[src/rtl/e1ta_pkg.sv]
package e1ta_pkg;

  // port count and microprocessor address width
  localparam int          NUM_PORTS   = 4;
  localparam int          ADDR_W      = 12;

  // per-port register offsets, port 1 first
  localparam logic [11:0] LATCHED_OFS [NUM_PORTS] = '{12'h044, 12'h074, 12'h0A4, 12'h0D4};
  localparam logic [11:0] LIVE_OFS    [NUM_PORTS] = '{12'h045, 12'h075, 12'h0A5, 12'h0D5};
  localparam logic [11:0] OEI_OFS     [NUM_PORTS] = '{12'h182, 12'h282, 12'h382, 12'h482};
  localparam logic [11:0] V4_OFS      [NUM_PORTS] = '{12'h196, 12'h296, 12'h396, 12'h496};

  // alarm register field positions
  localparam int          RXF_BIT     = 7;
  localparam int          UNUSED_BIT  = 6;
  localparam int          PRBS_BIT    = 5;
  localparam int          ADDA_BIT    = 4;
  localparam int          ADDB_BIT    = 3;
  localparam int          LOS_BIT     = 2;
  localparam int          LOC_BIT     = 1;
  localparam int          AIS_BIT     = 0;
  localparam logic [7:0]  LATCH_MASK  = 8'hBF;   // bits 7 and 5-0 latch

  // error indication in N2 bit 6, where bit 1 is the msb
  localparam int          OEI_BIT_POS = 2;
  localparam logic [7:0]  CNT_MAX     = 8'hFF;

  // reset values
  localparam logic [7:0]  REG_RESET   = 8'h00;

  // loss of clock timing
  localparam int          SYS_CLK_PERIOD_NS  = 100;
  localparam int          LINE_CLK_PERIOD_NS = 800;
  localparam int          LOC_PERIODS        = 6;
  localparam int          LOC_TIME_NS        = LOC_PERIODS * LINE_CLK_PERIOD_NS;
  localparam logic [5:0]  LOC_CYCLES         =
    6'((LOC_TIME_NS + SYS_CLK_PERIOD_NS - 1) / SYS_CLK_PERIOD_NS);

  // loss of signal and line ais counts, in pulse positions
  localparam logic [8:0]  LOS_QUIET_POS   = 9'h100;
  localparam logic [7:0]  WINDOW_LAST     = 8'hFF;   // 256 positions per window
  localparam logic [5:0]  LOS_RECOV_TRANS = 6'h20;
  localparam logic [1:0]  AIS_SET_ZEROS   = 2'h1;
  localparam logic [1:0]  AIS_CLR_ZEROS   = 2'h3;

  // add bus fifo hold, in multiframes
  localparam logic [1:0]  ADD_HOLD_MF     = 2'h2;

  // all block state
  typedef struct packed {
    logic [NUM_PORTS-1:0][2:0] clk_sy;    // line clock synchroniser
    logic [NUM_PORTS-1:0][2:0] pos_sy;    // positive rail synchroniser
    logic [NUM_PORTS-1:0][2:0] neg_sy;    // negative rail / ext los synchroniser
    logic [NUM_PORTS-1:0][5:0] loc_cnt;   // cycles since last clock edge
    logic [NUM_PORTS-1:0]      loc;       // loss of clock
    logic [NUM_PORTS-1:0]      last_pos;  // rail at previous position
    logic [NUM_PORTS-1:0]      last_neg;
    logic [NUM_PORTS-1:0][8:0] quiet;     // positions without transition
    logic [NUM_PORTS-1:0][7:0] win;       // position in los window
    logic [NUM_PORTS-1:0][5:0] trans;     // transitions in window
    logic [NUM_PORTS-1:0]      los_rail;  // rail-mode loss of signal
    logic [NUM_PORTS-1:0][7:0] ais_pos;   // position in ais block
    logic [NUM_PORTS-1:0][1:0] zeros;     // zeros in ais block, saturating
    logic [NUM_PORTS-1:0]      ais;       // line ais detected
    logic [NUM_PORTS-1:0]      rxf;       // receive fifo error
    logic [NUM_PORTS-1:0]      a_hold;    // add bus a fifo held
    logic [NUM_PORTS-1:0][1:0] a_mf;
    logic [NUM_PORTS-1:0]      b_hold;    // add bus b fifo held
    logic [NUM_PORTS-1:0][1:0] b_mf;
    logic [NUM_PORTS-1:0][7:0] latched;   // latched alarms
    logic [NUM_PORTS-1:0][7:0] outgoing_error_indication;       // outgoing error count
    logic [NUM_PORTS-1:0][7:0] v4;        // captured spare overhead byte
    logic [7:0]                rdata;     // read data
    logic                      rvalid;    // read answer strobe
  } e1ta_state_t;

endpackage

[src/rtl/e1ta_alarm_status.sv]
`timescale 1ns/1ps
module e1ta_alarm_status
  import e1ta_pkg::*;
(
  input  wire logic                                   sys_clk,             // system clock
  input  wire logic                                   sys_rst,             // sync reset
  input  wire logic                                   ce,                  // clock enable
  input  wire logic [e1ta_pkg::ADDR_W-1:0]            up_addr,             // read address
  input  wire logic                                   up_rd,               // read strobe
  output logic [7:0]                                  up_rdata,            // read data
  output logic                                        up_rvalid,           // read answer
  input  wire logic [e1ta_pkg::NUM_PORTS-1:0]         tc_enable,           // tandem feature on
  input  wire logic [e1ta_pkg::NUM_PORTS-1:0]         spare_overhead_capture_enable, // v4 on
  input  wire logic [e1ta_pkg::NUM_PORTS-1:0]         nrz_mode,            // 1 nrz, 0 rails
  input  wire logic [e1ta_pkg::NUM_PORTS-1:0]         n2_valid,            // n2 byte strobe
  input  wire logic [e1ta_pkg::NUM_PORTS-1:0][7:0]    n2_data,             // n2 byte
  input  wire logic [e1ta_pkg::NUM_PORTS-1:0]         v4_valid,            // v4 byte strobe
  input  wire logic [e1ta_pkg::NUM_PORTS-1:0][7:0]    v4_data,             // v4 byte
  input  wire logic [e1ta_pkg::NUM_PORTS-1:0]         rx_fifo_fault,       // rx fifo over/under
  input  wire logic [e1ta_pkg::NUM_PORTS-1:0]         prbs_locked,         // analyzer in lock
  input  wire logic [e1ta_pkg::NUM_PORTS-1:0]         add_a_fault,         // add fifo a over/under
  input  wire logic [e1ta_pkg::NUM_PORTS-1:0]         add_b_fault,         // add fifo b over/under
  input  wire logic [e1ta_pkg::NUM_PORTS-1:0]         multiframe_tick,     // multiframe start
  input  wire logic [e1ta_pkg::NUM_PORTS-1:0]         transmit_line_clock, // line clock pin
  input  wire logic [e1ta_pkg::NUM_PORTS-1:0]         positive_rail_input, // rail / nrz data pin
  input  wire logic [e1ta_pkg::NUM_PORTS-1:0]         negative_rail_input, // rail / ext los_n pin
  output logic [e1ta_pkg::NUM_PORTS-1:0]              rx_fifo_reset,       // rx fifo reset pulse
  output logic [e1ta_pkg::NUM_PORTS-1:0]              add_a_fifo_reset,    // add fifo a held
  output logic [e1ta_pkg::NUM_PORTS-1:0]              add_b_fifo_reset,    // add fifo b held
  output logic [e1ta_pkg::NUM_PORTS-1:0]              add_ais_insert       // send ais on add bus
);
  import e1ta_pkg::*;

  e1ta_state_t st;       // registered state
  e1ta_state_t next_st;  // next state

  // saturating byte increment
  function automatic logic [7:0] sat_inc8(input logic [7:0] v);
    sat_inc8 = (v == CNT_MAX) ? v : v + 8'h01;
  endfunction

  // add fifo hold sequencer: {hold, mf}
  function automatic logic [2:0] hold_step(input logic fault, input logic tick,
                                           input logic hold, input logic [1:0] mf);
    hold_step = {hold, mf};
    if (fault)
    begin
      hold_step = {1'b1, 2'h0};  // new error restarts the hold
    end
    else if (hold && tick)
    begin
      if (mf + 2'h1 == ADD_HOLD_MF)
      begin
        hold_step = {1'b0, 2'h0};
      end
      else
      begin
        hold_step = {1'b1, 2'(mf + 2'h1)};
      end
    end
  endfunction

  // live alarm byte of one port, bit 6 fixed at zero
  function automatic logic [7:0] live_of(input e1ta_state_t s, input int p,
                                         input logic locked, input logic nrz);
    live_of = 8'h00;
    live_of[RXF_BIT]  = s.rxf[p];
    live_of[PRBS_BIT] = ~locked;
    live_of[ADDA_BIT] = s.a_hold[p];
    live_of[ADDB_BIT] = s.b_hold[p];
    live_of[LOS_BIT]  = nrz ? ~s.neg_sy[p][1] : s.los_rail[p];
    live_of[LOC_BIT]  = s.loc[p];
    live_of[AIS_BIT]  = s.ais[p];
  endfunction

  // next state of all ports and the read port
  always_comb
  begin
    logic       edge_seen;
    logic       rise;
    logic       trans_now;
    logic       bit_now;
    logic [1:0] zeros_nx;
    logic [5:0] trans_nx;
    logic [7:0] base;
    logic [7:0] live;
    logic [2:0] hs;
    edge_seen = 1'b0;
    rise      = 1'b0;
    trans_now = 1'b0;
    bit_now   = 1'b0;
    zeros_nx  = 2'h0;
    trans_nx  = 6'h00;
    base      = 8'h00;
    live      = 8'h00;
    hs        = 3'h0;
    next_st        = st;
    next_st.rvalid = 1'b0;
    if (up_rd)
    begin
      next_st.rvalid = 1'b1;
      next_st.rdata  = 8'h00;  // unmapped addresses read zero
    end
    for (int p = 0; p < NUM_PORTS; p++)
    begin
      // pins pass two flops; third stage only for edge finding
      next_st.clk_sy[p] = {st.clk_sy[p][1:0], transmit_line_clock[p]};
      next_st.pos_sy[p] = {st.pos_sy[p][1:0], positive_rail_input[p]};
      next_st.neg_sy[p] = {st.neg_sy[p][1:0], negative_rail_input[p]};
      edge_seen = st.clk_sy[p][1] ^ st.clk_sy[p][2];
      rise      = st.clk_sy[p][1] & ~st.clk_sy[p][2];

      // loss of clock from cycles since last edge
      if (edge_seen)
      begin
        next_st.loc_cnt[p] = 6'h00;
        next_st.loc[p]     = 1'b0;
      end
      else if (st.loc_cnt[p] == LOC_CYCLES)
      begin
        next_st.loc[p] = 1'b1;
      end
      else
      begin
        next_st.loc_cnt[p] = st.loc_cnt[p] + 6'h01;
      end

      // one pulse position per rising line clock edge
      if (rise)
      begin
        trans_now = (st.pos_sy[p][1] != st.last_pos[p]) | (st.neg_sy[p][1] != st.last_neg[p]);
        next_st.last_pos[p] = st.pos_sy[p][1];
        next_st.last_neg[p] = st.neg_sy[p][1];
        // rail-mode loss of signal: window recovery, then quiet detect
        trans_nx = (trans_now && st.trans[p] != LOS_RECOV_TRANS) ?
                   st.trans[p] + 6'h01 : st.trans[p];
        next_st.win[p]   = st.win[p] + 8'h01;
        next_st.trans[p] = trans_nx;
        if (st.win[p] == WINDOW_LAST)
        begin
          next_st.trans[p] = 6'h00;
          if (trans_nx == LOS_RECOV_TRANS)
          begin
            next_st.los_rail[p] = 1'b0;
          end
        end
        if (trans_now)
        begin
          next_st.quiet[p] = 9'h000;
        end
        else if (st.quiet[p] != LOS_QUIET_POS)
        begin
          next_st.quiet[p] = st.quiet[p] + 9'h001;
          if (st.quiet[p] + 9'h001 == LOS_QUIET_POS)
          begin
            next_st.los_rail[p] = 1'b1;
          end
        end
        // line ais: zeros per 256-bit block; flag only, no data path effect
        bit_now  = nrz_mode[p] ? st.pos_sy[p][1] : (st.pos_sy[p][1] | st.neg_sy[p][1]);
        zeros_nx = (!bit_now && st.zeros[p] != AIS_CLR_ZEROS) ?
                   st.zeros[p] + 2'h1 : st.zeros[p];
        next_st.ais_pos[p] = st.ais_pos[p] + 8'h01;
        next_st.zeros[p]   = zeros_nx;
        if (st.ais_pos[p] == WINDOW_LAST)
        begin
          next_st.zeros[p] = 2'h0;
          if (zeros_nx <= AIS_SET_ZEROS)
          begin
            next_st.ais[p] = 1'b1;
          end
          else if (zeros_nx == AIS_CLR_ZEROS)
          begin
            next_st.ais[p] = 1'b0;
          end
        end
      end

      // receive fifo error doubles as its reset pulse
      next_st.rxf[p] = rx_fifo_fault[p];

      // add bus fifos held for up to two multiframes
      hs = hold_step(add_a_fault[p], multiframe_tick[p], st.a_hold[p], st.a_mf[p]);
      next_st.a_hold[p] = hs[2];
      next_st.a_mf[p]   = hs[1:0];
      hs = hold_step(add_b_fault[p], multiframe_tick[p], st.b_hold[p], st.b_mf[p]);
      next_st.b_hold[p] = hs[2];
      next_st.b_mf[p]   = hs[1:0];

      // error count; a hit during a clearing read counts as one
      base = (up_rd && up_addr == OEI_OFS[p]) ? 8'h00 : st.outgoing_error_indication[p];
      if (tc_enable[p] && n2_valid[p] && n2_data[p][OEI_BIT_POS])
      begin
        base = sat_inc8(base);
      end
      next_st.outgoing_error_indication[p] = base;

      // spare overhead byte stored as received, first bit in bit 7
      if (spare_overhead_capture_enable[p] && v4_valid[p])
      begin
        next_st.v4[p] = v4_data[p];
      end

      // latched alarms: set wins over the clear of a read
      live = live_of(st, p, prbs_locked[p], nrz_mode[p]);
      base = (up_rd && up_addr == LATCHED_OFS[p]) ? 8'h00 : st.latched[p];
      next_st.latched[p] = base | (live & LATCH_MASK);

      // read mux
      if (up_rd)
      begin
        if (up_addr == LATCHED_OFS[p])
        begin
          next_st.rdata = st.latched[p] & LATCH_MASK;
        end
        else if (up_addr == LIVE_OFS[p])
        begin
          next_st.rdata = live;
        end
        else if (up_addr == OEI_OFS[p])
        begin
          next_st.rdata = st.outgoing_error_indication[p];
        end
        else if (up_addr == V4_OFS[p])
        begin
          next_st.rdata = st.v4[p];
        end
      end
    end
  end

  // state register, frozen while ce is low
  always_ff @(posedge sys_clk)
  begin
    if (sys_rst)
    begin
      st <= '0;
    end
    else if (ce)
    begin
      st <= next_st;
    end
  end

  // outputs straight from state
  assign up_rdata         = st.rdata;
  assign up_rvalid        = st.rvalid;
  assign rx_fifo_reset    = st.rxf;
  assign add_a_fifo_reset = st.a_hold;
  assign add_b_fifo_reset = st.b_hold;
  assign add_ais_insert   = st.a_hold | st.b_hold;

  // helper: count of a started add hold
  logic [1:0] hold_ticks;  // multiframe ticks seen while held
  always_ff @(posedge sys_clk)
  begin
    if (sys_rst || add_a_fault[0] || !st.a_hold[0])
    begin
      hold_ticks <= 2'h0;
    end
    else if (ce && multiframe_tick[0] && hold_ticks != 2'h3)
    begin
      hold_ticks <= hold_ticks + 2'h1;
    end
  end
endmodule // e1ta_alarm_status

[config.mk]
export PLATFORM = sky130hd
export DESIGN_NAME = e1ta_alarm_status
export DESIGN_NICKNAME = d
export VERILOG_FILES = /design/src/rtl/e1ta_pkg.sv /design/src/rtl/e1ta_alarm_status.sv
export SDC_FILE = /design/constraint.sdc
export NUM_CORES = 1
export LEC_CHECK = 0
export BUFFER_PORTS_ARGS = -buffer_cell sky130_fd_sc_hd__buf_4
export CORE_MARGIN = 2
export CORE_UTILIZATION = 35
export DETAILED_ROUTE_END_ITERATION = 12
export PLACE_DENSITY_LB_ADDON = 0.15
export SLEW_MARGIN = 10
export SYNTH_ARGS = -nofsm -noshare
export SYNTH_HDL_FRONTEND = slang
export SYNTH_SLANG_ARGS = --single-unit
[constraint.sdc]
create_clock -name sys_clk -period 3.25 [get_ports sys_clk]
set_input_delay 0.1625 -clock sys_clk [delete_from_list [all_inputs] [get_ports sys_clk]]
set_output_delay 0.1625 -clock sys_clk [all_outputs]
set_load 0.02 [all_outputs]
# Word level (Yosys, flattened, before mapping)
# Cells that the tools add are included.
op_classes:
  addsub: 36
  shifts: 0
  div: 0
  eq_ne: 76
  order_cmp: 4
  muxes: 137
  n_reduce_logical: 92
  n_mul: 0
  bitwise_logic: 33
ops:
  columns: ["operator", "n"]
  rows:
  - ["$mux 8", 36]
  - ["$add 8x1->8 const B", 12]
  - ["$eq 8x8->1 const B", 12]
  - ["$mux 6", 16]
  - ["$mux 9", 9]
  - ["$mux 3", 24]
  - ["$add 6x1->6 const B", 8]
  - ["$eq 12x10->1 const B", 4]
  - ["$eq 12x7->1 const B", 4]
  - ["$eq 12x8->1 const B", 4]
  - ["$eq 6x6->1 const B", 8]
  - ["$reduce_and 2->1", 24]
  - ["$mux 1", 44]
  - ["$reduce_bool 2->1", 20]
  - ["$add 9x1->9 const B", 4]
  - ["$eq 9x9->1 const B", 4]
  - ["$logic_and 1x1->1", 36]
  - ["$ne 9x9->1 const B", 4]
  - ["$or 8x8->8", 4]
  - ["$add 2x1->2 const B", 12]
  - ["$eq 12x11->1 const B", 2]
  - ["$eq 12x9->1 const B", 2]
  - ["$eq 2x2->1 const B", 12]
  - ["$ne 6x6->1 const B", 4]
  - ["other kinds (12)", 69]
word_totals:
  mem_count: 0
  mem_bits_rw: 0
  output_inout_bits: 25
  in_bits: 132
  regBits: 337
  mem_bits_ro: 0
  latch_bits: 0

# Longest topological paths before layout
# Gate-level depths: netlist (run 1).
logic_depth:
  depth_word: 21
  depth_mapped: 13

# Least setup slack after synthesis (run 1)
# No wires, ideal clock.
synth_timing:
  path_type: "input to register"
  from: "input port up_addr[2] (netlist bit)"
  to: "register st[60] (netlist bit)"
  n_path_buf: 1
  slack_ns: 0.692
  required_time_ns: 3.122
  stages: 13
  arrival_time_ns: 2.431
  cell_sequence: "nor4_4 > and3_1 > buf_4 > nand2_1 > and2_1 > ha_1 > and3_1 > nand3_1 > nor2_1 > a211oi_1 > nand4_1 > xnor2_1 > nor2_1"
synth_between:
  elab_chain_cells: 6
  elab_cells_between_ends: 7
  classes_between: "add/sub (1); eq/ne (2); mux (3); reduce/logical (1)"
synth_lines:
  columns: ["element", "line", "source"]
  rows:
  - ["from (decl)", "e1ta_alarm_status.sv:8", "input wire logic [e1ta_pkg::ADDR_W-1:0] up_addr,"]
  - ["$eq 12x10->1 *", "e1ta_alarm_status.sv:191", "base = (up_rd && up_addr == OEI_OFS[p]) ? 8'h00 : st.outgoing_error_indication[p];"]
  - ["$logic_and 1x1->1 *", "e1ta_alarm_status.sv:191", null]
  - ["$mux 8 *", "e1ta_alarm_status.sv:191", null]
  - ["$add 8x1->8 / $eq 8x8->1 (equally long branches)", "e1ta_alarm_status.sv:39", "sat_inc8 = (v == CNT_MAX) ? v : v + 8'h01;"]
  - ["$mux 8", "e1ta_alarm_status.sv:39", null]
  - ["$mux 8 *", "e1ta_alarm_status.sv:192", "if (tc_enable[p] && n2_valid[p] && n2_data[p][OEI_BIT_POS])"]
  - ["to (signal assigned)", "e1ta_alarm_status.sv:241", "st <= next_st;"]
  - ["to (decl)", "e1ta_alarm_status.sv:34", "e1ta_state_t st;"]
# Every way passes the cells marked *; elsewhere a longest branch is shown, timed or not.
# A chain may end at the register's enable or synchronous reset.

# Worst setup path after layout (run 1)
layout_timing:
  from: "input port up_addr[9] (netlist bit)"
  to: "register st[46] (netlist bit)"
layout_between:
  elab_chain_cells: 6
  elab_cells_between_ends: 7
  classes_between: "add/sub (1); eq/ne (2); mux (3); reduce/logical (1)"
layout_lines:
  columns: ["element", "line"]
  rows:
  - ["$eq 12x9->1 *", "e1ta_alarm_status.sv:191"]
  - ["$logic_and 1x1->1 *", "e1ta_alarm_status.sv:191"]
  - ["$mux 8 *", "e1ta_alarm_status.sv:191"]
  - ["$add 8x1->8 / $eq 8x8->1 (equally long branches)", "e1ta_alarm_status.sv:39"]
  - ["$mux 8", "e1ta_alarm_status.sv:39"]
  - ["$mux 8 *", "e1ta_alarm_status.sv:192"]
# Marked as above.

==> results of run 1 <==
==> critical path, stage by stage <==
cell and delay, ns:
sky130_fd_sc_hd__buf_4 0.13, sky130_fd_sc_hd__nor4b_1 0.53, sky130_fd_sc_hd__nand4_1 0.30, sky130_fd_sc_hd__and2_1 0.27, sky130_fd_sc_hd__ha_1 0.23, sky130_fd_sc_hd__nand3_1 0.15, sky130_fd_sc_hd__inv_1 0.07, sky130_fd_sc_hd__a31oi_2 0.34
sky130_fd_sc_hd__nand4_1 0.16, sky130_fd_sc_hd__or4_1 0.41, sky130_fd_sc_hd__a21oi_1 0.13
==> final timing paths <==
kind | from | end | slack (ns) | cells after the start
min reg2reg | st[108] | st[108] | 0.46 | 1
max reg2reg | next_st[320] | st[180] | 0.93 | 7
min | sys_rst | next_st[328] | 0.02 | 2
max | up_addr[9] | st[46] | 0.85 | 11
==> final cells by class <==
cell class                      instances  area, µm²
Antenna cell                            1       2.50
Clock buffer                           54       1140
Clock inverter                         13        184
Fill cell                            4884      28200
Inverter                               47        176
Multi-Input combinational cell       1649       9930
Sequential cell                       333       6670
Tap cell                              664        831
Timing Repair Buffer                  214       1790
==> power by group <==
part / internal, mW / switching [mW]
Sequential: 4.16 / 0.0939
Combinational: 0.322 / 0.415
Clock: 2.77 / 1.80
==> state kept, by name (all words and copies together), names as in the netlist <==
register	cells
add_b_fifo_reset	4
rx_fifo_reset	4
up_rdata	8
st	288
add_a_fifo_reset	4
next_st	24
up_rvalid	1
==> per-stage QoR <==
step | utilization | cells
2_1_floorplan | - | 2157
3_3_place_gp | 0.384 | 2847
3_5_place_dp | 0.384 | 2847
4_1_cts | 0.423 | 2974
5_1_grt | 0.423 | 2974
6_report | 0.423 | 2975
==> cell usage in the layout (no fill, tap or decap), drive strengths merged, types with 50 or more instances in the layout <==
master	netlist	layout
and3	67	67
nand4	58	58
buf	38	154
xor2	64	64
nand2	195	195
dfxtp	333	333
a21oi	158	158
nor2	360	360
nor3	50	50
mux2i	78	78
o21ai	106	106
dlygate4sd3	0	60
nand3	67	67
clkbuf	90	54
==> logic make-up after synthesis <==
family | count (synthesis)
adder cells (fa/ha/maj) | 48
XOR/XNOR | 91
buffers and inverters | 175
flip-flops | 333
multiplexers | 79
AO/OA/AOI/OAI | 493
AND/OR/NAND/NOR | 938
==> per-layer routing <==
metal,track usage,up-vias,wire (µm)
met4,0.0804,2,1660
met3,0.0374,91,3010
met2,0.307,404,22900
met1,0.262,7597,23200
met5,0,-,13
li1,-,7991,-
==> insert_results.sql, run 1 <==
INSERT INTO impl_metrics (metric_group, metric, value, unit) VALUES
('logic_synthesis', 'synth-edff-count', '0', ''),
('die', 'chipWidth', '227', 'µm'),
('power', 'power_density', '462', 'nW/µm²'),
('drt', 'antenna_left', '0', ''),
('logic_synthesis', 'ranking_of_synthesized_cells_by_instance_count', '359 x sky130_fd_sc_hd__nor2_1, 333 x sky130_fd_sc_hd__dfxtp_1, 194 x sky130_fd_sc_hd__nand2_1', ''),
('drt', 'avgViaCountPerCell', '5.41', ''),
('logic_synthesis', 'synth_area', '17400', 'µm²'),
('timing', 'tightest_slew', '0.930', 'ns'),
('global_routing', 'grt_antenna_before_repair', '2', ''),
('cells_and_area', 'nets', '2465', ''),
('timing', 'final_period_minus_worst_setup_slack', '2.40', 'ns'),
('timing', 'post-route-worst-setup-slack', '0.847', 'ns'),
('logic_synthesis', 'main_combinational_cell_family_by_area_after_synthesis', 'simple AND/OR/NAND/NOR gates', ''),
('timing', 'setup-violations-final', '0', ''),
('die', 'start_util', '0.355', ''),
('timing', 'fin_skew', '0.0121', 'ns'),
('logic_synthesis', 'postSynth.asyncResetShare', '0', ''),
('clocking', 'cts_tree', 'built', ''),
('logic_synthesis', 'synth.yosys.warnings', '0', ''),
('timing', 'finalMaxSlewViolations', '0', ''),
('logic_synthesis', 'synth_cell_type_count', '84', ''),
('logic_synthesis', 'post_synth.cell_area_avg', '8.05', 'µm²'),
('drt', 'routedWlPerCell', '17.1', 'µm'),
('global_routing', 'overall_global_routing_usage', '0.195', ''),
('setup_path', 'worstPathRequired', '3.73', 'ns'),
('placement', 'place_worst_setup_slack', '0.329', 'ns'),
('logic_synthesis', 'synth_area_in_compound_gates', '0.182', ''),
('logic_synthesis', 'post_synth_fa_ha_maj_area_fraction', '0.0346', ''),
('logic_synthesis', 'synth-seq-area-share', '0.384', ''),
('placement', 'gpl.final_weighted_congestion', '0.954', ''),
('power', 'p_leak', '8.22', 'nW'),
('drt', 'drc', '0', ''),
('setup_path', 'worstSetupEndpointType', 'flop', ''),
('logic_synthesis', 'synth-simple-area-share', '0.264', ''),
('cells_and_area', 'final_area', '20700', 'µm²'),
('clocking', 'cts.hold.buffers_added', '60', ''),
('job', 'drv.max_cap_violation_count', '0', ''),
('logic_synthesis', 'mappedNetlistNets', '2337', ''),
('logic_synthesis', 'synthDominantCellAreaShare', '0.384', ''),
('clocking', 'clock_path_buffers', '3', ''),
('setup_path', 'worst_setup_path_start_kind', 'primary input', ''),
('global_routing', 'grt_overflow_total', '0', ''),
('run_status', 'status', 'complete, no violations', ''),
('cells_and_area', 'flow.area_growth_from_synthesis', '19.4', '%'),
('timing', 'hold_viol', '0', ''),
('clocking', 'depth_of_the_cts_h_tree', '2', ''),
('logic_synthesis', 'synthXorXnorAreaFrac', '0.0459', ''),
('die', 'die_area', '51400', 'µm²'),
('power', 'finalPower', '9.57', 'mW'),
('clocking', 'post_cts.repair.setup_buffers', '0', ''),
('placement', 'place_area', '18800', 'µm²'),
('logic_synthesis', 'yosys_register_bits', '333', ''),
('clocking', 'cts_resized', '0', ''),
('clocking', 'cts.clk_slew.worst_paths', '0.06', 'ns'),
('die', 'fp.dieH', '227', 'µm'),
('global_routing', 'grt_first_pass_wirelength', '80700', 'µm'),
('placement', 'detailedPlacementHpwl', '35200', 'µm'),
('timing', 'period_share', '0.739', ''),
('logic_synthesis', 'post-synth-top-area-cell', 'sky130_fd_sc_hd__dfxtp_1', ''),
('logic_synthesis', 'synth.top_cells.by_area', 'sky130_fd_sc_hd__dfxtp_1 38%, sky130_fd_sc_hd__nor2_1 7.8%, sky130_fd_sc_hd__a21oi_1 4.5%', ''),
('timing', 'timing.setup.tns', '0', 'ns'),
('global_routing', 'grt_pass1_vias', '15200', ''),
('logic_synthesis', 'post_synth_mux_area_share', '0.0456', ''),
('timing', 'clock.fmax', '416', 'MHz'),
('drt', 'first_pass_iteration_count_of_the_detailed_router', '5', ''),
('placement', 'io_buffer_count', '128', ''),
('clocking', 'root_buffer', 'sky130_fd_sc_hd__clkbuf_16', ''),
('timing', 'hold-worst-slack', '0.0226', 'ns'),
('setup_path', 'cp.arrival', '2.88', 'ns'),
('timing', 'rsz_0062_raised_after_global_routing', 'false', ''),
('logic_synthesis', 'yosys.cell_count.top_type', 'sky130_fd_sc_hd__nor2_1', '');
(Power assumes the default switching activity.)
==> run 2, diff against run 1 <==
- clock period: 3.25 -> 2 ns (I/O delays scaled with it)
==> run 2 against run 1 <==
Net effect: non-clock buffer count up 213; first-iteration DRC count up 1.1%; critical path depth down 4; utilization up 3.8 points; worst setup slack worse by 0.74 ns; combinational power up 87%.
==> insert_results.sql, run 2 (same netlist as run 1, synthesis figures left out) <==
INSERT INTO impl_metrics (metric_group, metric, value, unit) VALUES
('placement', 'io_buffer_count', '128', ''),
('timing', 'tightest_slew', '0.608', 'ns'),
('timing', 'clock.fmax', '527', 'MHz'),
('die', 'die_area', '51400', 'µm²'),
('power', 'finalPower', '15.4', 'mW'),
('drt', 'first_pass_iteration_count_of_the_detailed_router', '6', ''),
('die', 'core_region_area', '49000', 'µm²'),
('drt', 'dr_total_vias', '17000', ''),
('power', 'power.combinational.fraction', '0.089', ''),
('timing', 'timing.setup.tns', '0', 'ns'),
('clocking', 'depth_of_the_cts_h_tree', '2', ''),
('run_status', 'status', 'complete, no violations', ''),
('cells_and_area', 'layout.cells.most_common', 'sky130_fd_sc_hd__nor2_1', ''),
('clocking', 'clock_path_buffers', '3', ''),
('timing', 'worst_slew_margin_rel', '0.590', ''),
('global_routing', 'grt_antenna_before_repair', '0', ''),
('setup_path', 'worstPathRequired', '2.45', 'ns'),
('cells_and_area', 'nets', '2678', ''),
('setup_path', 'worst_setup_path_start_kind', 'flop', ''),
('drt', 'drt-total-wl', '54300', 'µm'),
('power', 'power_density', '683', 'nW/µm²'),
('timing', 'fin_skew', '0.0141', 'ns'),
('timing', 'hold_viol', '0', ''),
('hold_path', 'min-delay-path-class', 'primary input to flop', ''),
('clocking', 'clock_insertion_delay_worst_skew', '0.57', 'ns'),
('drt', 'routedWlPerCell', '17.0', 'µm'),
('global_routing', 'overall_global_routing_usage', '0.210', ''),
('drt', 'drc', '0', ''),
('cells_and_area', 'top_library_cells_by_usage_in_the_layout_fill_and_taps_aside', '356 x sky130_fd_sc_hd__nor2_1, 346 x sky130_fd_sc_hd__buf_4, 332 x sky130_fd_sc_hd__dfxtp_1, 192 x sky130_fd_sc_hd__nand2_1, 156 x sky130_fd_sc_hd__a21oi_1', ''),
('drt', 'antenna_left', '0', ''),
('placement', 'place_area', '20500', 'µm²'),
('setup_path', 'worstSetupEndpointType', 'flop', ''),
('timing', 'setup-violations-final', '0', ''),
('global_routing', 'groute.layer.met2.usage', '0.330', ''),
('power', 'p_leak', '9.29', 'nW'),
('global_routing', 'use_met3', '0.0358', ''),
('power', 'power.net_switching', '3.82', 'mW'),
('die', 'standard_cell_rows', '81', ''),
('global_routing', 'groute.layer.met1.usage', '0.287', ''),
('global_routing', 'grt_overflow_total', '0', ''),
('clocking', 'clock-sinks', '333', ''),
('timing', 'final_period_minus_worst_setup_slack', '1.90', 'ns'),
('power', 'seq_power_share', '0.448', ''),
('global_routing', 'grt_pass1_vias', '16100', ''),
('clocking', 'total_cts_buffers', '40', ''),
('die', 'start_util', '0.355', ''),
('placement', 'detailedPlacementHpwl', '39500', 'µm'),
('setup_path', 'cp.arrival', '2.35', 'ns'),
('cells_and_area', 'largest_register_ff_count', '288', ''),
('timing', 'finalMaxSlewViolations', '0', ''),
('die', 'ioPinCount', '157', ''),
('cells_and_area', 'final_area', '22600', 'µm²'),
('power', 'ir_worst_vdd', '0.510', 'mV'),
('power', 'netSwitchingFraction', '0.248', ''),
('global_routing', 'globalRoute.busiestLayer', 'met2', ''),
('drt', 'drtIter0Drc', '1161', ''),
('global_routing', 'grt_first_pass_wirelength', '86200', 'µm'),
('job', 'drv.max_cap_violation_count', '0', ''),
('power', 'clkPwrFrac', '0.463', ''),
('die', 'chipWidth', '227', 'µm'),
('timing', 'period_share', '0.949', ''),
('die', 'fp.dieH', '227', 'µm'),
('timing', 'hold-worst-slack', '0.0211', 'ns'),
('power', 'cell_internal_pwr', '11.6', 'mW'),
('drt', 'avgViaCountPerCell', '5.32', ''),
('clocking', 'root_buffer', 'sky130_fd_sc_hd__clkbuf_16', ''),
('cells_and_area', 'flow.area_growth_from_synthesis', '30.1', '%'),
('setup_path', 'timing.setup.critical_path_class', 'flop to flop', ''),
('global_routing', 'grt_start_max_net_pins', '84', ''),
('clocking', 'cts_tree', 'built', ''),
('cells_and_area', 'drive_above_1_share', '0.197', ''),
('cells_and_area', 'max_flop_register', 'st', ''),
('cells_and_area', 'num_antenna_cells', '0', ''),
('setup_path', 'critical_path_peak_fanout', '5', ''),
('clocking', 'cts.clk_slew.worst_paths', '0.06', 'ns'),
('placement', 'gpl.final_weighted_congestion', '0.923', '');
==> run 2: cell count changes in the layout (fill, tap and decap cells not counted), moves of 5 or more <==
cell / before / now
sky130_fd_sc_hd__and2_4: 0 / 8
sky130_fd_sc_hd__o21ai_0: 102 / 95
sky130_fd_sc_hd__buf_12: 2 / 8
sky130_fd_sc_hd__clkbuf_1: 5 / 10
sky130_fd_sc_hd__and2_1: 20 / 12
sky130_fd_sc_hd__buf_4: 150 / 346
sky130_fd_sc_hd__dlygate4sd3_1: 60 / 71
sky130_fd_sc_hd__o21ai_1: 4 / 11
==> run 2: critical path: stages (launching register included) <==
cell and delay [ns]:
sky130_fd_sc_hd__dfxtp_1 0.36, sky130_fd_sc_hd__a22oi_1 0.29, sky130_fd_sc_hd__o41ai_1 0.11, sky130_fd_sc_hd__buf_4 0.14, sky130_fd_sc_hd__and2_1 0.12, sky130_fd_sc_hd__o31ai_1 0.32
sky130_fd_sc_hd__a31oi_1 0.22, sky130_fd_sc_hd__o22a_1 0.22
==> run 2: power by group through the flow <==
stage,clock network [mW],registers [mW],logic [mW]
6_report,7.14,6.91,1.38
5_1_grt,7.61,6.92,1.51
3_3_place_gp,0,7.05,1.24
2_1_floorplan,0,6.99,0.715
3_5_place_dp,0,7.05,1.26
4_1_cts,7.35,6.91,1.38
==> run 2: area by class of cell <==
cell class,instances,area [µm²]
flip-flops and latches,333,6670
repair buffers,427,3490
clock buffers,59,1170
fillers,4811,26400
inverters,47,176
clock inverters,12,96.3
multi-input cells,1649,10100
well taps,664,831
==> run 2: timing repair <==
item / in CTS / in global routing
hold buffers: 71 / 0
resized for setup: 0 / 12
buffers inserted: 0 / 1
setup endpoints to repair: 0 / 5
endpoints found under the hold margin: 100 / 0
==> run 2: final timing paths <==
path,start,slack (ns),cells after the start,endpoint
hold reg to reg,st[120],0.46,1,st[120]
setup reg to reg,st[41],0.10,7,up_rdata[0]
hold / removal,multiframe_tick[3],0.02,3,st[124]
setup / recovery,st[41],0.10,7,up_rdata[0]
==> run 2: metrics by stage <==
| stage | std cells | setup WS (ns) | util |
|---|---|---|---|
| floorplan | 2157 | -0.246 | - |
| global placement | 3048 | -0.369 | 0.419 |
| detailed placement | 3048 | -0.393 | 0.419 |
| CTS | 3190 | 0.0438 | 0.460 |
| global route | 3191 | -0.00206 | 0.461 |
| finish | 3191 | 0.102 | 0.461 |
==> run 2: layer usage <==
metal	up-vias	routed length, µm
met5	-	0
met4	0	1660
met3	93	2870
met2	418	24100
met1	8044	25600
li1	8406	-
==> run 3, diff against run 2 <==
- BUFFER_PORTS_ARGS: -buffer_cell sky130_fd_sc_hd__buf_4 -> default
- DONT_BUFFER_PORTS: default -> 1
==> run 3 against run 2 <==
Net effect: largest cell class unchanged; the run now ends with negative hold slack left; clock skew up 0.0057 ns; clock-buffer cell count down 1; routed wire length up 1.8%; power up 1.3%; critical path depth unchanged; critical path type unchanged; worst setup slack worse by 0.046 ns; register-to-register slack worse by 0.05 ns.
==> insert_results.sql, run 3 (same netlist as run 1, synthesis figures left out) <==
INSERT INTO impl_metrics (metric_group, metric, value, unit) VALUES
('clocking', 'root_buffer', 'sky130_fd_sc_hd__clkbuf_16', ''),
('timing', 'worst_slew_margin_rel', '0.445', ''),
('die', 'core_region_area', '49000', 'µm²'),
('global_routing', 'grt_overflow_total', '0', ''),
('die', 'standard_cell_rows', '81', ''),
('cells_and_area', 'largest_register_ff_count', '288', ''),
('drt', 'antenna_left', '0', ''),
('setup_path', 'worst_setup_path_start_kind', 'flop', ''),
('run_status', 'status', 'finished with violations', ''),
('die', 'die_area', '51400', 'µm²'),
('cells_and_area', 'nets', '2616', ''),
('timing', 'finalMaxSlewViolations', '0', ''),
('power', 'power.net_switching', '3.65', 'mW'),
('drt', 'drtIter0Drc', '1271', ''),
('global_routing', 'grt_pass1_vias', '16100', ''),
('power', 'ir_worst_vdd', '0.519', 'mV'),
('power', 'clkPwrFrac', '0.492', ''),
('cells_and_area', 'max_flop_register', 'st', ''),
('hold_path', 'min-delay-path-class', 'primary input to flop', ''),
('power', 'cell_internal_pwr', '12.0', 'mW'),
('setup_path', 'reg2reg_setup_slack', '0.06', 'ns'),
('drt', 'routedWlPerCell', '17.7', 'µm'),
('drt', 'first_pass_iteration_count_of_the_detailed_router', '6', ''),
('hold_path', 'hp-start', 'sys_rst', ''),
('timing', 'hold_viol', '142', ''),
('setup_path', 'r2r_start', 'st[242]', ''),
('timing', 'hold-worst-slack', '-0.386', 'ns'),
('setup_path', 'cp_slowest_cell', 'sky130_fd_sc_hd__dlygate4sd3_1', ''),
('timing', 'fin_skew', '0.0198', 'ns'),
('clocking', 'depth_of_the_cts_h_tree', '2', ''),
('cells_and_area', 'top_library_cells_by_usage_in_the_layout_fill_and_taps_aside', '354 x sky130_fd_sc_hd__nor2_1, 320 x sky130_fd_sc_hd__dfxtp_1, 190 x sky130_fd_sc_hd__nand2_1, 179 x sky130_fd_sc_hd__buf_4, 177 x sky130_fd_sc_hd__dlygate4sd3_1', ''),
('clocking', 'cts.clk_slew.worst_paths', '0.06', 'ns'),
('power', 'netSwitchingFraction', '0.234', ''),
('hold_path', 'hold_path_end', 'st[250]', ''),
('clocking', 'total_cts_buffers', '40', ''),
('setup_path', 'worst_r2r_endpoint', 'st[242]', ''),
('global_routing', 'overall_global_routing_usage', '0.211', ''),
('timing', 'final_period_minus_worst_setup_slack', '1.94', 'ns'),
('cells_and_area', 'layout.cells.most_common', 'sky130_fd_sc_hd__nor2_1', ''),
('drt', 'drc', '0', ''),
('setup_path', 'worstSetupEndpointType', 'flop', ''),
('timing', 'clock.fmax', '514', 'MHz'),
('power', 'p_leak', '9.36', 'nW'),
('drt', 'avgViaCountPerCell', '5.44', ''),
('clocking', 'cts_tree', 'built', ''),
('placement', 'detailedPlacementHpwl', '36600', 'µm'),
('global_routing', 'grt_first_pass_wirelength', '85900', 'µm'),
('setup_path', 'critical_path.cell_chain', 'nor3_2 -> nand4_1 -> buf_4 -> buf_4 -> nand4_1 -> a21oi_1 -> dlygate4sd3_1', ''),
('drt', 'drt-total-wl', '55300', 'µm'),
('global_routing', 'grt_antenna_before_repair', '2', ''),
('clocking', 'clock_insertion_delay_worst_skew', '0.56', 'ns'),
('setup_path', 'worst-r2r-cell-count', '7', ''),
('die', 'ioPinCount', '157', ''),
('hold_path', 'timing.hold.worst_path_depth', '1', ''),
('timing', 'tightest_slew', '0.832', 'ns'),
('die', 'chipWidth', '227', 'µm'),
('power', 'seq_power_share', '0.442', ''),
('job', 'drv.max_cap_violation_count', '0', ''),
('setup_path', 'worstPathRequired', '2.43', 'ns'),
('die', 'fp.dieH', '227', 'µm'),
('setup_path', 'critical_path_peak_fanout', '6', ''),
('setup_path', 'timing.setup.critical_path_class', 'flop to flop', ''),
('cells_and_area', 'flow.area_growth_from_synthesis', '29.9', '%'),
('drt', 'dr_total_vias', '17000', ''),
('clocking', 'clock_path_buffers', '3', ''),
('timing', 'period_share', '0.972', ''),
('timing', 'post-route-worst-setup-slack', '0.0561', 'ns'),
('timing', 'rsz_0062_raised_after_global_routing', 'true', ''),
('setup_path', 'path_delay_family', 'buffers and inverters', ''),
('global_routing', 'grt_start_max_net_pins', '305', ''),
('placement', 'gpl.final_weighted_congestion', '0.908', ''),
('setup_path', 'critPathBufInv', '3', ''),
('placement', 'io_buffer_count', '0', ''),
('timing', 'setup-violations-final', '0', ''),
('run_status', 'violations', 'negative hold slack', ''),
('power', 'power_density', '694', 'nW/µm²'),
('setup_path', 'cp.arrival', '2.37', 'ns'),
('setup_path', 'cp_slowest_stage_delay', '0.57', 'ns'),
('cells_and_area', 'drive_above_1_share', '0.147', ''),
('power', 'power.combinational.fraction', '0.066', ''),
('clocking', 'clock-sinks', '333', ''),
('placement', 'place_worst_setup_slack', '-0.218', 'ns'),
('die', 'start_util', '0.355', '');
run 3: cell count changes in the layout (fill, tap and decap cells not counted), moves of 5 or more:
cell                            previous run  this run
sky130_fd_sc_hd__clkbuf_1                 10         5
sky130_fd_sc_hd__dfxtp_2                   1        11
sky130_fd_sc_hd__buf_12                    8         2
sky130_fd_sc_hd__buf_4                   346       179
sky130_fd_sc_hd__dfxtp_1                 332       320
sky130_fd_sc_hd__dlygate4sd3_1            71       177
run 3: per-stage QoR:
| step | utilization | TNS (ns) | std cells | power [mW] | area [µm²] |
|---|---|---|---|---|---|
| 2_1_floorplan | - | -1.51 | 2157 | 7.71 | 17500 |
| 5_1_grt | 0.460 | -0.0573 | 3129 | 16.2 | 22500 |
| 6_report | 0.461 | 0 | 3130 | 15.6 | 22500 |
| 4_1_cts | 0.454 | 0 | 3112 | 15.8 | 22200 |
| 3_5_place_dp | 0.389 | -4.14 | 2863 | 7.84 | 19000 |
| 3_3_place_gp | 0.389 | -2.78 | 2863 | 7.83 | 19000 |
run 3: worst max-delay path by stage:
stage / startpoint / endpoint / slack [ns] / depth (start not counted)
after global placement: up_addr[5] / st[60] / -0.20 / 12
final: st[242] / st[242] / 0.06 / 7
after detailed placement: up_addr[5] / st[68] / -0.22 / 12
after floorplan: up_addr[5] / st[46] / -0.25 / 10
after global routing: st[280] / st[180] / -0.01 / 8
after CTS: st[297] / st[298] / 0.01 / 7
run 3: power by group through the flow:
stage / Sequential [mW] / Clock, mW / Combinational (mW)
after floorplan: 6.99 / 0 / 0.715
after global placement: 7.06 / 0 / 0.769
after detailed placement: 7.06 / 0 / 0.780
after CTS: 6.91 / 7.88 / 1.00
after global routing: 6.93 / 8.16 / 1.13
final: 6.92 / 7.69 / 1.03
run 3: area by class of cell:
type	count	area, µm²
clock inverters	13	174
repair buffers	365	3270
multi-input cells	1649	10200
well taps	664	831
clock buffers	58	1210
flip-flops and latches	333	6690
fillers	4790	26400
inverters	47	176
diodes	1	2.50
run 3: routing by layer:
metal | GRT usage | share of wire | up-vias | wire length [µm]
li1 | - | - | 8322 | -
met2 | 0.329 | 0.44 | 518 | 24200
met1 | 0.273 | 0.45 | 8057 | 24600
met3 | 0.0478 | 0.069 | 137 | 3830
met5 | 0 | 0.00024 | - | 13
met4 | 0.103 | 0.047 | 2 | 2580
run 3: repair_timing:
action,in CTS,in global routing
resized for setup,0,57
buffers inserted,0,15
hold buffers,178,1
endpoints found under the setup margin,0,71
endpoints found under the hold margin,325,143
run 3: worst register-to-register path, cell delays in order (launching register included):
cell                            delay [ns]
sky130_fd_sc_hd__dfxtp_1              0.38
sky130_fd_sc_hd__nor3_2               0.23
sky130_fd_sc_hd__nand4_1              0.21
sky130_fd_sc_hd__buf_4                0.20
sky130_fd_sc_hd__buf_4                0.12
sky130_fd_sc_hd__nand4_1              0.07
sky130_fd_sc_hd__a21oi_1              0.06
sky130_fd_sc_hd__dlygate4sd3_1        0.57
